===== src/hw/pmq_pkg.sv =====
// Package with register map, reset values and pad control type for the pin control block
package pmq_pkg;

  localparam int M_W = 8;
  localparam int P_W = 6;
  localparam int Q_W = 7;
  localparam int FAULT_W = 4;
  localparam int SENSE_W = 3;
  localparam int Q_SENSE_BASE = 4;

  localparam logic [7:0] A_M_DATA     = 8'h10;
  localparam logic [7:0] A_M_PIN      = 8'h11;
  localparam logic [7:0] A_M_DIR      = 8'h12;
  localparam logic [7:0] A_M_PULL_EN  = 8'h14;
  localparam logic [7:0] A_M_PULL_POL = 8'h15;
  localparam logic [7:0] A_M_OD       = 8'h16;
  localparam logic [7:0] A_P_DATA     = 8'h18;
  localparam logic [7:0] A_P_PIN      = 8'h19;
  localparam logic [7:0] A_P_DIR      = 8'h1a;
  localparam logic [7:0] A_P_RDR      = 8'h1b;
  localparam logic [7:0] A_P_PULL_EN  = 8'h1c;
  localparam logic [7:0] A_P_PULL_POL = 8'h1d;
  localparam logic [7:0] A_Q_DATA     = 8'h20;
  localparam logic [7:0] A_Q_PIN      = 8'h21;
  localparam logic [7:0] A_Q_DIR      = 8'h22;

  localparam logic [7:0] RST_M_DATA     = 8'h00;
  localparam logic [7:0] RST_M_DIR      = 8'h00;
  localparam logic [7:0] RST_M_PULL_EN  = 8'hf0;
  localparam logic [7:0] RST_M_PULL_POL = 8'h00;
  localparam logic [7:0] RST_M_OD       = 8'h00;
  localparam logic [7:0] RST_P          = 8'h00;
  localparam logic [7:0] RST_Q          = 8'h00;
  localparam logic [7:0] RST_READ       = 8'h00;

  // Port M bit 2 has no pin behind it
  localparam logic [7:0] M_MASK = 8'hfb;
  localparam logic [7:0] P_MASK = 8'h3f;
  localparam logic [7:0] Q_MASK = 8'h7f;
  localparam logic [7:0] M_I2C_PINS = 8'hc0;

  localparam int M_SCL_BIT = 7;
  localparam int M_SDA_BIT = 6;
  localparam int M_TXD_BIT = 5;
  localparam int M_RXD_BIT = 4;

  typedef struct packed {
    logic oe;
    logic out;
    logic od;
    logic pull_en;
    logic pull_dn;
    logic reduced;
  } pmq_pad_t;

  // Data register read: latch for outputs, pin level for inputs
  function automatic logic [7:0] pmq_port_read(input logic [7:0] dir,
                                               input logic [7:0] latch,
                                               input logic [7:0] pin);
    pmq_port_read = (dir & latch) | (~dir & pin);
  endfunction

endpackage


===== src/hw/pmq_pin_control.sv =====
// Pin control for the serial, motor PWM and fault ports with register file
//
// The implementer's own choice: strobed register access.
`timescale 1ns/1ps
`default_nettype none
module pmq_pin_control (
  input  wire logic                      sys_clk,
  input  wire logic                      arst_n,
  input  wire logic [7:0]                reg_addr,
  input  wire logic [7:0]                reg_wdata,
  input  wire logic                      reg_wr,
  input  wire logic                      reg_rd,
  output logic      [7:0]                reg_rdata,
  input  wire logic [7:0]                serial_port_pins_in,
  output pmq_pkg::pmq_pad_t [7:0]        serial_port_pad,
  input  wire logic [5:0]                motor_port_pins_in,
  output pmq_pkg::pmq_pad_t [5:0]        motor_port_pad,
  input  wire logic [6:0]                fault_port_pins_in,
  output pmq_pkg::pmq_pad_t [6:0]        fault_port_pad,
  input  wire logic                      i2c_enable,
  input  wire logic                      i2c_scl_low,
  input  wire logic                      i2c_sda_low,
  output logic                           i2c_scl_in,
  output logic                           i2c_sda_in,
  input  wire logic                      serial_tx_enable,
  input  wire logic                      serial_rx_enable,
  input  wire logic                      serial_txd,
  output logic                           serial_rxd,
  input  wire logic [5:0]                pwm_channel_enable,
  input  wire logic [5:0]                pwm_channel_out,
  input  wire logic [3:0]                fault_enable,
  input  wire logic [2:0]                current_sense_enable,
  output logic      [3:0]                fault_inputs,
  output logic      [2:0]                current_sense_inputs
);

  // Synchronised pin levels
  logic [7:0] m_pin_sync;
  logic [5:0] p_pin_sync;
  logic [6:0] q_pin_sync;

  pmq_sync #(.W(8)) u_sync_m (
    .sys_clk  (sys_clk),
    .arst_n   (arst_n),
    .async_in (serial_port_pins_in),
    .sync_out (m_pin_sync)
  );

  pmq_sync #(.W(6)) u_sync_p (
    .sys_clk  (sys_clk),
    .arst_n   (arst_n),
    .async_in (motor_port_pins_in),
    .sync_out (p_pin_sync)
  );

  pmq_sync #(.W(7)) u_sync_q (
    .sys_clk  (sys_clk),
    .arst_n   (arst_n),
    .async_in (fault_port_pins_in),
    .sync_out (q_pin_sync)
  );

  // Registers
  logic [7:0] m_data_latch;
  logic [7:0] m_direction_bits;
  logic [7:0] m_pull_enable_bits;
  logic [7:0] m_pull_polarity_bits;
  logic [7:0] m_open_drain_bits;
  logic [7:0] p_data_latch;
  logic [7:0] p_direction_bits;
  logic [7:0] p_reduced_drive_bits;
  logic [7:0] p_pull_enable_bits;
  logic [7:0] p_pull_polarity_bits;
  logic [7:0] q_data_latch;
  logic [7:0] q_direction_bits;

  // Write decode
  wire wr_m_data     = reg_wr && (reg_addr == pmq_pkg::A_M_DATA);
  wire wr_m_dir      = reg_wr && (reg_addr == pmq_pkg::A_M_DIR);
  wire wr_m_pull_en  = reg_wr && (reg_addr == pmq_pkg::A_M_PULL_EN);
  wire wr_m_pull_pol = reg_wr && (reg_addr == pmq_pkg::A_M_PULL_POL);
  wire wr_m_od       = reg_wr && (reg_addr == pmq_pkg::A_M_OD);
  wire wr_p_data     = reg_wr && (reg_addr == pmq_pkg::A_P_DATA);
  wire wr_p_dir      = reg_wr && (reg_addr == pmq_pkg::A_P_DIR);
  wire wr_p_rdr      = reg_wr && (reg_addr == pmq_pkg::A_P_RDR);
  wire wr_p_pull_en  = reg_wr && (reg_addr == pmq_pkg::A_P_PULL_EN);
  wire wr_p_pull_pol = reg_wr && (reg_addr == pmq_pkg::A_P_PULL_POL);
  wire wr_q_data     = reg_wr && (reg_addr == pmq_pkg::A_Q_DATA);
  wire wr_q_dir      = reg_wr && (reg_addr == pmq_pkg::A_Q_DIR);

  wire [7:0] wdata_m = reg_wdata & pmq_pkg::M_MASK;
  wire [7:0] wdata_p = reg_wdata & pmq_pkg::P_MASK;
  wire [7:0] wdata_q = reg_wdata & pmq_pkg::Q_MASK;

  always_ff @(posedge sys_clk or negedge arst_n) begin
    if (!arst_n) begin
      m_data_latch         <= pmq_pkg::RST_M_DATA;
      m_direction_bits     <= pmq_pkg::RST_M_DIR;
      m_pull_enable_bits   <= pmq_pkg::RST_M_PULL_EN;
      m_pull_polarity_bits <= pmq_pkg::RST_M_PULL_POL;
      m_open_drain_bits    <= pmq_pkg::RST_M_OD;
    end else begin
      if (wr_m_data) m_data_latch <= wdata_m;
      if (wr_m_dir) m_direction_bits <= wdata_m;
      if (wr_m_pull_en) m_pull_enable_bits <= wdata_m;
      if (wr_m_pull_pol) m_pull_polarity_bits <= wdata_m;
      if (wr_m_od) m_open_drain_bits <= wdata_m;
    end
  end

  // Port P comes out of reset as high-impedance inputs
  always_ff @(posedge sys_clk or negedge arst_n) begin
    if (!arst_n) begin
      p_data_latch         <= pmq_pkg::RST_P;
      p_direction_bits     <= pmq_pkg::RST_P;
      p_reduced_drive_bits <= pmq_pkg::RST_P;
      p_pull_enable_bits   <= pmq_pkg::RST_P;
      p_pull_polarity_bits <= pmq_pkg::RST_P;
    end else begin
      if (wr_p_data) p_data_latch <= wdata_p;
      if (wr_p_dir) p_direction_bits <= wdata_p;
      if (wr_p_rdr) p_reduced_drive_bits <= wdata_p;
      if (wr_p_pull_en) p_pull_enable_bits <= wdata_p;
      if (wr_p_pull_pol) p_pull_polarity_bits <= wdata_p;
    end
  end

  // Port Q comes out of reset as high-impedance inputs
  always_ff @(posedge sys_clk or negedge arst_n) begin
    if (!arst_n) begin
      q_data_latch     <= pmq_pkg::RST_Q;
      q_direction_bits <= pmq_pkg::RST_Q;
    end else begin
      if (wr_q_data) q_data_latch <= wdata_q;
      if (wr_q_dir) q_direction_bits <= wdata_q;
    end
  end

  // Read decode; pin input registers have no write path
  wire [7:0] m_pin8 = {m_pin_sync} & pmq_pkg::M_MASK;
  wire [7:0] p_pin8 = {2'b00, p_pin_sync};
  wire [7:0] q_pin8 = {1'b0, q_pin_sync};

  logic [7:0] next_rdata;

  always_comb begin
    case (reg_addr)
      pmq_pkg::A_M_DATA:
        next_rdata = pmq_pkg::pmq_port_read(m_direction_bits, m_data_latch, m_pin8);
      pmq_pkg::A_M_PIN:      next_rdata = m_pin8;
      pmq_pkg::A_M_DIR:      next_rdata = m_direction_bits;
      pmq_pkg::A_M_PULL_EN:  next_rdata = m_pull_enable_bits;
      pmq_pkg::A_M_PULL_POL: next_rdata = m_pull_polarity_bits;
      pmq_pkg::A_M_OD:       next_rdata = m_open_drain_bits;
      pmq_pkg::A_P_DATA:
        next_rdata = pmq_pkg::pmq_port_read(p_direction_bits, p_data_latch, p_pin8);
      pmq_pkg::A_P_PIN:      next_rdata = p_pin8;
      pmq_pkg::A_P_DIR:      next_rdata = p_direction_bits;
      pmq_pkg::A_P_RDR:      next_rdata = p_reduced_drive_bits;
      pmq_pkg::A_P_PULL_EN:  next_rdata = p_pull_enable_bits;
      pmq_pkg::A_P_PULL_POL: next_rdata = p_pull_polarity_bits;
      pmq_pkg::A_Q_DATA:
        next_rdata = pmq_pkg::pmq_port_read(q_direction_bits, q_data_latch, q_pin8);
      pmq_pkg::A_Q_PIN:      next_rdata = q_pin8;
      pmq_pkg::A_Q_DIR:      next_rdata = q_direction_bits;
      default:               next_rdata = pmq_pkg::RST_READ;
    endcase
  end

  // Read data stands only in the cycle after the strobe
  always_ff @(posedge sys_clk or negedge arst_n) begin
    if (!arst_n) begin
      reg_rdata <= pmq_pkg::RST_READ;
    end else begin
      reg_rdata <= reg_rd ? next_rdata : pmq_pkg::RST_READ;
    end
  end

  // Port M peripheral overrides: I2C on 7:6, serial on 5:4
  logic [7:0] m_dir_eff;
  logic [7:0] m_out_eff;

  always_comb begin
    m_dir_eff = m_direction_bits & pmq_pkg::M_MASK;
    m_out_eff = m_data_latch;
    if (i2c_enable) begin
      m_dir_eff[pmq_pkg::M_SCL_BIT] = 1'b1;
      m_dir_eff[pmq_pkg::M_SDA_BIT] = 1'b1;
      m_out_eff[pmq_pkg::M_SCL_BIT] = ~i2c_scl_low;
      m_out_eff[pmq_pkg::M_SDA_BIT] = ~i2c_sda_low;
    end
    if (serial_tx_enable) begin
      m_dir_eff[pmq_pkg::M_TXD_BIT] = 1'b1;
      m_out_eff[pmq_pkg::M_TXD_BIT] = serial_txd;
    end
    if (serial_rx_enable) begin
      m_dir_eff[pmq_pkg::M_RXD_BIT] = 1'b0;
    end
  end

  // I2C lines are open drain without touching the stored bits
  wire [7:0] m_od_eff = m_open_drain_bits | (i2c_enable ? pmq_pkg::M_I2C_PINS : 8'h00);

  pmq_pad_ctl #(.W(8), .PULL_ON_OD(1'b1)) u_pad_m (
    .dir      (m_dir_eff),
    .out_val  (m_out_eff),
    .od_req   (m_od_eff),
    .pull_en  (m_pull_enable_bits),
    .pull_pol (m_pull_polarity_bits),
    .reduce   (8'h00),
    .pad      (serial_port_pad)
  );

  // Port P: an enabled PWM channel owns its pin as an output
  wire [5:0] p_dir_eff = pwm_channel_enable | p_direction_bits[5:0];
  wire [5:0] p_out_eff = (pwm_channel_enable & pwm_channel_out)
                       | (~pwm_channel_enable & p_data_latch[5:0]);

  pmq_pad_ctl #(.W(6), .PULL_ON_OD(1'b0)) u_pad_p (
    .dir      (p_dir_eff),
    .out_val  (p_out_eff),
    .od_req   (6'h00),
    .pull_en  (p_pull_enable_bits[5:0]),
    .pull_pol (p_pull_polarity_bits[5:0]),
    .reduce   (p_reduced_drive_bits[5:0]),
    .pad      (motor_port_pad)
  );

  // Port Q: enabled fault and sense functions force inputs
  wire [6:0] q_force_in = {current_sense_enable, fault_enable};
  wire [6:0] q_dir_eff  = q_direction_bits[6:0] & ~q_force_in;

  pmq_pad_ctl #(.W(7), .PULL_ON_OD(1'b0)) u_pad_q (
    .dir      (q_dir_eff),
    .out_val  (q_data_latch[6:0]),
    .od_req   (7'h00),
    .pull_en  (7'h00),
    .pull_pol (7'h00),
    .reduce   (7'h00),
    .pad      (fault_port_pad)
  );

  // Synchronised levels to the peripherals
  assign i2c_scl_in           = m_pin_sync[pmq_pkg::M_SCL_BIT];
  assign i2c_sda_in           = m_pin_sync[pmq_pkg::M_SDA_BIT];
  assign serial_rxd           = m_pin_sync[pmq_pkg::M_RXD_BIT];
  assign fault_inputs         = q_pin_sync[3:0];
  assign current_sense_inputs = q_pin_sync[6:4];

endmodule // pmq_pin_control
`default_nettype wire


===== src/hw/pmq_sync.sv =====
// Two-stage synchroniser for pin levels
`timescale 1ns/1ps
`default_nettype none
module pmq_sync #(
  parameter int W = 8
) (
  input  wire logic         sys_clk,
  input  wire logic         arst_n,
  input  wire logic [W-1:0] async_in,
  output logic      [W-1:0] sync_out
);

  logic [W-1:0] stage1;

  always_ff @(posedge sys_clk or negedge arst_n) begin
    if (!arst_n) begin
      stage1   <= '0;
      sync_out <= '0;
    end else begin
      stage1   <= async_in;
      sync_out <= stage1;
    end
  end

endmodule // pmq_sync
`default_nettype wire


===== src/hw/pmq_pad_ctl.sv =====
// Per-pin pad control derivation for one port
`timescale 1ns/1ps
`default_nettype none
module pmq_pad_ctl #(
  parameter int W          = 8,
  parameter bit PULL_ON_OD = 1'b0
) (
  input  wire logic [W-1:0]     dir,
  input  wire logic [W-1:0]     out_val,
  input  wire logic [W-1:0]     od_req,
  input  wire logic [W-1:0]     pull_en,
  input  wire logic [W-1:0]     pull_pol,
  input  wire logic [W-1:0]     reduce,
  output pmq_pkg::pmq_pad_t [W-1:0] pad
);

  for (genvar i = 0; i < W; i++) begin : g_pin
    wire od_eff   = dir[i] & od_req[i];
    wire pull_ok  = ~dir[i] | (PULL_ON_OD & od_eff);
    // Open drain: drive only low, release when high
    assign pad[i].oe      = dir[i] & ~(od_eff & out_val[i]);
    assign pad[i].out     = out_val[i] & ~od_eff;
    assign pad[i].od      = od_eff;
    assign pad[i].pull_en = pull_ok & pull_en[i];
    assign pad[i].pull_dn = ~dir[i] & pull_en[i] & pull_pol[i];
    assign pad[i].reduced = dir[i] & reduce[i];
  end

endmodule // pmq_pad_ctl
`default_nettype wire


===== config.mk =====
export PLATFORM = sky130hd
export DESIGN_NAME = pmq_pin_control
export DESIGN_NICKNAME = d
export VERILOG_FILES = /design/src/hw/pmq_pkg.sv /design/src/hw/pmq_pin_control.sv /design/src/hw/pmq_sync.sv /design/src/hw/pmq_pad_ctl.sv
export SDC_FILE = /design/constraint.sdc
export NUM_CORES = 1
export LEC_CHECK = 0
export CAP_MARGIN = 20
export CORE_ASPECT_RATIO = 0.7
export CORE_MARGIN = 2
export CORE_UTILIZATION = 41
export CTS_CLUSTER_DIAMETER = 50
export DETAILED_ROUTE_END_ITERATION = 7
export DONT_BUFFER_PORTS = 1
export PLACE_DENSITY = 0.62
export SLEW_MARGIN = 30
export SYNTH_ARGS = -nofsm -noshare
export SYNTH_HDL_FRONTEND = slang
export SYNTH_SLANG_ARGS = --single-unit

===== constraint.sdc =====
create_clock -name sys_clk -period 4 [get_ports sys_clk]
set_input_delay 0.8 -clock sys_clk [delete_from_list [all_inputs] [get_ports sys_clk]]
set_output_delay 0.8 -clock sys_clk [all_outputs]
set_load 0.01 [all_outputs]

==> results of run 1 <==
-- per-stage QoR --
step	hold WS, ps	cell area, sq um
floorplan	331	6570
global placement	332	6330
detailed placement	335	6330
CTS	68.7	6870
global route	53.9	6870
finish	79.1	6870
-- cell type report --
cell class | instances | area [sq um]
Timing Repair Buffer | 3 | 22.5
Clock inverter | 15 | 114
Inverter | 24 | 90.1
Tap cell | 200 | 250
Clock buffer | 17 | 425
Fill cell | 1401 | 8490
Multi-Input combinational cell | 385 | 2780
Sequential cell | 127 | 3180
-- critical path, stage by stage --
cell    delay [ps]
or4b_1         750
nor2_2         430
and4_1         500
mux2_2         390
-- flip-flops by register name (all words and copies together), names as in the netlist --
signal and count:
m_pull_enable_bits 7, p_data_latch 6, m_pull_polarity_bits 7, u_sync_p.sync_out 6
m_data_latch 7, p_pull_enable_bits 6, u_sync_p.stage1 6, u_sync_q.stage1 7
u_sync_m.stage1 7, q_data_latch 7, u_sync_m.sync_out 7, p_direction_bits 6
q_direction_bits 7, m_direction_bits 7, p_pull_polarity_bits 6, u_sync_q.sync_out 7
reg_rdata 8, m_open_drain_bits 7, p_reduced_drive_bits 6
-- kinds of logic after synthesis --
group	share of synthesized area [%]
AOI/OAI and AO/OA	8.99
DFF	49.7
muxes	18.2
buffers and inverters	9.52
other	0.0586
and+or+nand+nor	13.5
-- cell usage after synthesis, types with 4 or more instances --
cell,number
and2_1,10
and3_1,10
dfstp_2,4
a21oi_1,10
nor3_1,5
a21boi_0,6
mux2_2,91
a22oi_1,5
clkbuf_1,20
nor2_1,27
nand2_1,26
mux2i_1,14
inv_1,24
dfrtp_1,123
nand3_1,11
nor2b_1,22
nand2b_1,5
buf_2,4
o22ai_1,5
or4_1,4
a31oi_1,5
buf_4,55
nor3b_1,4
o21ai_0,20
-- worst paths after layout --
check                                           startpoint                                  end  slack (ps)
max                                            reg_addr[5]  p_reduced_drive_bits[2]$_DFFE_PN0P_        1420
min                                                 arst_n      m_direction_bits[5]$_DFFE_PN0P_          80
max reg2reg                m_direction_bits[6]$_DFFE_PN0P_               reg_rdata[6]$_DFF_PN0_        2490
min reg2reg                   u_sync_m.stage1[1]$_DFF_PN0_       u_sync_m.sync_out[1]$_DFF_PN0_         350
max in group asynchronous                           arst_n    m_pull_enable_bits[4]$_DFFE_PN1P_        3680
min in group sys_clk          u_sync_m.stage1[1]$_DFF_PN0_       u_sync_m.sync_out[1]$_DFF_PN0_         350
-- power breakdown --
part	switching, mW	internal, mW	leakage (nW)	total (mW)
clock network	0.603	0.796	0.252	1.40
logic	0.0938	0.0772	1.26	0.171
registers	0.0554	1.35	1.64	1.40
total	0.753	2.22	3.15	2.97
-- metal layers --
layer / routed length (um) / share of wire [%] / vias up / track usage (%)
li1: - / - / 1884 / -
met1: 7140 / 43 / 2165 / 26.8
met2: 7550 / 46 / 202 / 30.3
met3: 1690 / 10 / 8 / 7.54
met4: 85 / 0.52 / 2 / 6.29
met5: 16 / 0.097 / - / 0
==> results.cfg, run 1 <==
[sta]
fmax_ghz = 0.388
setup_violations = 0
drv_slew = 0
setup_tns_ps = 0
clock_skew_ps = 6.22
tightest_slew_ps = 837
slew-limit-headroom_pct = 43.8
min_period_over_period_pct = 64.4
setup_slack_ps = 1420
hold_viol = 0
period_needed_ps = 2580
rsz0062_at_grt = false

[floorplanning]
rows = 38
die_w_um = 153
die_area_sq_mm = 0.0166
die_h_um = 109
initial_core_util_pct = 41.7
coreArea_sq_mm = 0.0154
ios = 210

[worst_setup_path]
worstRegToRegCells = 5
required_ps = 4300
crit_fanout = 8
arrival_ps = 2870
worst-setup-path-type = input port to flop
end_kind = flop
cp-start-kind = input port

[detailed_routing]
first_pass_iters = 6
drt.antenna.violating_nets = 0
routed_wl_mm = 16.5
wl_per_cell_um = 21.4
drcViolationCount = 0
via_per_inst = 5.53
drt_iter0_drc = 419
vias = 4261

[power_and_ir_drop]
p_per_area_mw_per_mm2 = 433
total_power_mw = 2.97
leakage_nw = 3.15
peakVddDrop_mv = 0.238

[yosys]
synth_area_sq_mm = 0.00640
yosys.area.top_type_share_pct = 48.1
dominantRegCellSynth = dfrtp_1
syn_avg_cell_area_sq_um = 11.2
async_flop_share_pct = 100
synth_warnings = 0
synth_largest_area_cell = dfrtp_1
ys_seq_area_share_pct = 49.7
netlist_instances = 572
ys_ff_latch = 127
synth_area_leaders = dfrtp_1 (48%), mux2_2 (16%), buf_4 (6.5%)
yosys.cell_types.count = 59
synth_edf_count = 0

[cts]
clock_latency_ps = 410
cts-buffers-inserted = 17
path_clk_slew_ps = 60
cts_tree = done
cts_setup_buffers = 0
htreeDepth = 4
ctsHoldBuffers = 0
clockBufferDepth = 2
clk_root_buffer_cell = clkbuf_16
cts_resized = 0
clkSinkCount = 127

[layout]
drive_above_1_share_pct = 24.5
final_core_util_pct = 44.7
nets = 624
finalNonFillerCells = 771
syn_to_final_growth_pct = 7.27
mostFrequentLayoutCell = dfrtp_1
diodes = 0
layout_common_cells = dfrtp_1 (123), mux2_2 (91), conb_1 (47), nor2_1 (27), nand2_1 (26)

[placement]
gp_congestion = 0.871
hpwl_mm = 11.6
place_worst_setup_slack_ps = 1020
placed_cells = 739
numPortBuffers = 0

[global_routing]
overflow = 0
antenna_found_initial = 1
grt_max_degree = 128
grt_pass1_wl_mm = 24.7
grt_usage_pct = 20.0
grt_pass1_vias = 4186

[worst_hold_path]
hold_class = input port to async pin

[run]
cap_violations = 0

[status]
status = complete, no violations
No activity file was read; power rests on OpenSTA's default activity.
==> run 2, diff against run 1 <==
==> constraint.sdc (replaced) <==
create_clock -name sys_clk -period 2.4 [get_ports sys_clk]
set_input_delay 0.48 -clock sys_clk [delete_from_list [all_inputs] [get_ports sys_clk]]
set_output_delay 0.48 -clock sys_clk [all_outputs]
set_load 0.01 [all_outputs]
==> results.cfg, run 2 (same netlist as run 1, synthesis figures left out) <==
[cts]
clk_root_buffer_cell = clkbuf_16
cts-buffers-inserted = 17
path_clk_slew_ps = 60
clock_latency_ps = 430
clockBufferDepth = 2
htreeDepth = 4
cts_tree = done
cts_setup_buffers = 0
clkSinkCount = 127

[power_and_ir_drop]
intPower_mw = 4.05
p_per_area_mw_per_mm2 = 742
leakage_nw = 3.28
comb_power_share_pct = 5.6
pwr-share-seq_pct = 44.5
clkPwrFrac_pct = 49.9
switching_share_pct = 23.0
peakVddDrop_mv = 0.360
p_sw_mw = 1.21

[global_routing]
grt_max_degree = 128
grt_usage_pct = 20.6
grt_pass1_vias = 4251
grt_pass1_wl_mm = 25.3
overflow = 0
antenna_found_initial = 1

[status]
status = complete, but fails checks
violations = negative hold slack

[detailed_routing]
first_pass_iters = 4
wl_per_cell_um = 21.3
drcViolationCount = 0
via_per_inst = 5.48
vias = 4334
routed_wl_mm = 16.8
drt_iter0_drc = 355
drt.antenna.violating_nets = 0

[sta]
clock_skew_ps = 8.53
hold_ws_ps = -247
setup_tns_ps = 0
period_needed_ps = 1960
min_period_over_period_pct = 81.9
slew-limit-headroom_pct = 66.3
rsz0062_at_grt = false
drv_slew = 0
fmax_ghz = 0.509
tightest_slew_ps = 501
setup_violations = 0
hold_viol = 127

[worst_setup_path]
crit_fanout = 6
required_ps = 2710
worstRegToRegCells = 5
critPathMaxStageDelay_ps = 720
crit_chain = or4b_1, nor3_2, buf_4, nand4b_2, mux2_2
worst-setup-path-type = input port to flop
cp-start-kind = input port
arrival_ps = 2270
crit_path_top_delay_cell = or4b_1
end_kind = flop

[placement]
numPortBuffers = 0
gp_congestion = 0.858
placed_cells = 758
hpwl_mm = 11.8

[floorplanning]
die_w_um = 153
die_h_um = 109
die_area_sq_mm = 0.0166
ios = 210
rows = 38
coreArea_sq_mm = 0.0154
initial_core_util_pct = 41.7

[run]
cap_violations = 0

[layout]
multi_input_area_sq_mm = 0.00278
layout_common_cells = dfrtp_1 (123), mux2_2 (91), conb_1 (47), nor2_1 (27), nand2_1 (26)
drive_above_1_share_pct = 26.6
largest_reg_flops = 8
ff_latch_area_sq_mm = 0.00318
syn_to_final_growth_pct = 10.6
top_register = reg_rdata
mostFrequentLayoutCell = dfrtp_1
nets = 643
num-fill-cells = 1403
finalNonFillerCells = 791

[worst_hold_path]
hold_class = input port to async pin
## run 2: final timing paths
kind,from,slack (ps),end
max,reg_addr[5],440,p_data_latch[1]$_DFFE_PN0P_
min,arst_n,-250,m_data_latch[6]$_DFFE_PN0P_
max reg2reg,m_direction_bits[0]$_DFFE_PN0P_,970,reg_rdata[0]$_DFF_PN0_
min reg2reg,u_sync_m.stage1[1]$_DFF_PN0_,350,u_sync_m.sync_out[1]$_DFF_PN0_
max in group asynchronous,arst_n,2450,m_pull_enable_bits[4]$_DFFE_PN1P_
min in group sys_clk,motor_port_pins_in[3],80,u_sync_p.stage1[3]$_DFF_PN0_
## run 2: final cells by class
type                    count  area share (%)
clock buffers              24            7.09
flip-flops and latches    127            45.0
inverters                  24            1.27
clock inverters             8            1.47
well taps                 200            3.54
multi-input cells         385            39.3
diodes                      1          0.0354
repair buffers             22            2.33
## run 2: through the flow
step	power, mW	hold WS (ps)	utilization (%)	cell area [sq um]	setup slack, ps
after floorplan	2.69	184	-	6570	231
after detailed placement	2.67	189	42.1	6470	17.4
final	5.25	-247	46.1	7080	435
after CTS	5.31	-267	46.1	7070	436
after global placement	2.66	190	42.1	6470	75.9
after global routing	5.45	-268	46.1	7070	330
## run 2: repair_timing
item,4_1_cts,5_1_grt
endpoints found under the setup margin,0,0
hold endpoints to repair,127,127
gates resized for setup,0,0
## run 2: per-layer routing
layer,share of wire (%),vias to the layer above,track usage [%]
met4,1.2,2,6.42
li1,-,1929,-
met3,9.9,22,8.78
met1,44,2188,27.2
met5,0.077,-,0
met2,44,193,30.8
## run 2: power by group through the flow
stage / Clock [mW] / Sequential [mW] / Combinational [mW]
global route: 2.78 / 2.35 / 0.322
global placement: 0 / 2.37 / 0.285
CTS: 2.68 / 2.34 / 0.292
floorplan: 0 / 2.34 / 0.350
detailed placement: 0 / 2.38 / 0.291
finish: 2.62 / 2.34 / 0.293
## run 2: worst max-delay path, delay by kind of cell
family | cells | cell delay (ps)
AND/OR/NAND/NOR | 3 | 1240
buffers and inverters | 1 | 170
multiplexers | 1 | 380
==> run 3, diff against run 2 <==
==> constraint.sdc (replaced) <==
create_clock -name sys_clk -period 2 [get_ports sys_clk]
set_input_delay 0.4 -clock sys_clk [delete_from_list [all_inputs] [get_ports sys_clk]]
set_output_delay 0.4 -clock sys_clk [all_outputs]
set_load 0.01 [all_outputs]
==> results.cfg, run 3 (same netlist as run 1, synthesis figures left out) <==
[status]
status = complete, but fails checks
violations = negative hold slack

[floorplanning]
coreArea_sq_mm = 0.0154
die_h_um = 109
ios = 210
initial_core_util_pct = 41.7
rows = 38
die_w_um = 153
die_area_sq_mm = 0.0166

[run]
cap_violations = 0

[placement]
numPortBuffers = 0
place_worst_setup_slack_ps = -128
gp_congestion = 0.832
hpwl_mm = 12.1

[worst_setup_path]
critPathMaxStageDelay_ps = 530
critical_path.top_delay_family = compound AO/OA/AOI/OAI gates
required_ps = 1600
cp-start-kind = flop
worst-setup-path-type = flop to output port
crit_chain = a21boi_0
crit_path_top_delay_cell = a21boi_0
path_buf_inv = 0
crit_fanout = 7
arrival_ps = 1410
end_kind = output port

[layout]
drive_above_1_share_pct = 26.9
syn_to_final_growth_pct = 15.0
mostFrequentLayoutCell = dfrtp_1
final_core_util_pct = 47.9
largest_reg_flops = 8
top_register = reg_rdata
num-fill-cells = 1418
nets = 677
layout_common_cells = dfrtp_1 (123), mux2_2 (91), conb_1 (47), buf_4 (34), nor2_1 (27)

[detailed_routing]
route.met2.wl_mm = 7.11
wl_met3_mm = 1.65
drt_iter0_drc = 257
wl_per_cell_um = 20.3
routed_wl_mm = 16.8
first_pass_iters = 5
via_per_inst = 5.40
vias = 4458
drt-met1-wl_mm = 7.85
drt.antenna.violating_nets = 0
top_layer = met4
drcViolationCount = 0

[power_and_ir_drop]
total_power_mw = 6.08
leakage_nw = 3.42
p_per_area_mw_per_mm2 = 827
peakVddDrop_mv = 0.499

[sta]
drv_slew = 0
hold_viol = 127
min_period_over_period_pct = 90.4
rsz0062_at_grt = false
setup_violations = 0
slew-limit-headroom_pct = 60.8
hold_ws_ps = -321
setup_slack_ps = 192
fmax_ghz = 0.553
tightest_slew_ps = 583
setup_tns_ps = 0
period_needed_ps = 1810
clock_skew_ps = 12.1

[cts]
cts_resized = 0
cts_tree = done
htreeDepth = 4
clk_root_buffer_cell = clkbuf_16
clockBufferDepth = 2
ctsHoldBuffers = 20
path_clk_slew_ps = 60
clock_latency_ps = 420
cts-buffers-inserted = 17
clkSinkCount = 127

[global_routing]
grt_pass1_wl_mm = 26.0
antenna_found_initial = 1
grt_max_degree = 128
grt_pass1_vias = 4387
grt_usage_pct = 20.8
overflow = 0

[worst_hold_path]
hold_class = input port to async pin
run 3: worst paths after layout:
path / to / depth (start not counted) / startpoint / slack, ps
worst max-delay path: serial_port_pad[2] / 1 / m_direction_bits[0]$_DFFE_PN0P_ / 190
worst min-delay path: reg_rdata[2]$_DFF_PN0_ / 0 / arst_n / -320
worst max register to register: reg_rdata[4]$_DFF_PN0_ / 5 / u_sync_m.sync_out[4]$_DFF_PN0_ / 560
worst min register to register: u_sync_q.sync_out[5]$_DFF_PN0_ / 0 / u_sync_q.stage1[5]$_DFF_PN0_ / 350
max in group asynchronous: m_pull_enable_bits[7]$_DFFE_PN1P_ / 0 / arst_n / 2080
min in group sys_clk: m_open_drain_bits[1]$_DFFE_PN0P_ / 2 / reg_wdata[1] / 100
run 3: metrics by stage:
stage,hold slack [ps],std cells,cell area (sq um)
after floorplan,104,618,6590
after global placement,111,772,6600
after detailed placement,110,772,6600
after CTS,-337,824,7350
after global routing,-343,824,7350
final,-321,825,7360
run 3: per-layer routing:
metal,up-vias,track usage [%]
met3,14,7.29
met4,0,6.03
met5,-,0
met1,2241,29.9
met2,202,29.5
li1,2001,-
run 3: repair_timing:
action,in CTS,in global routing
setup buffers,0,0
endpoints found under the hold margin,147,127
setup endpoints to repair,0,0
run 3: report_power, final:
part           total, mW  switching (mW)  internal [mW]
Sequential          2.81           0.115           2.70
Clock               2.88            1.09           1.80
Combinational      0.388           0.197          0.191
run 3: final cells by class:
class                   count  area [sq um]  area share (%)
clock inverters             7          65.1           0.884
inverters                  24          90.1            1.22
repair buffers             56           495            6.73
diodes                      1          2.50          0.0340
multi-input cells         385          2790            37.9
well taps                 200           250            3.40
flip-flops and latches    127          3180            43.3
clock buffers              25           485            6.60
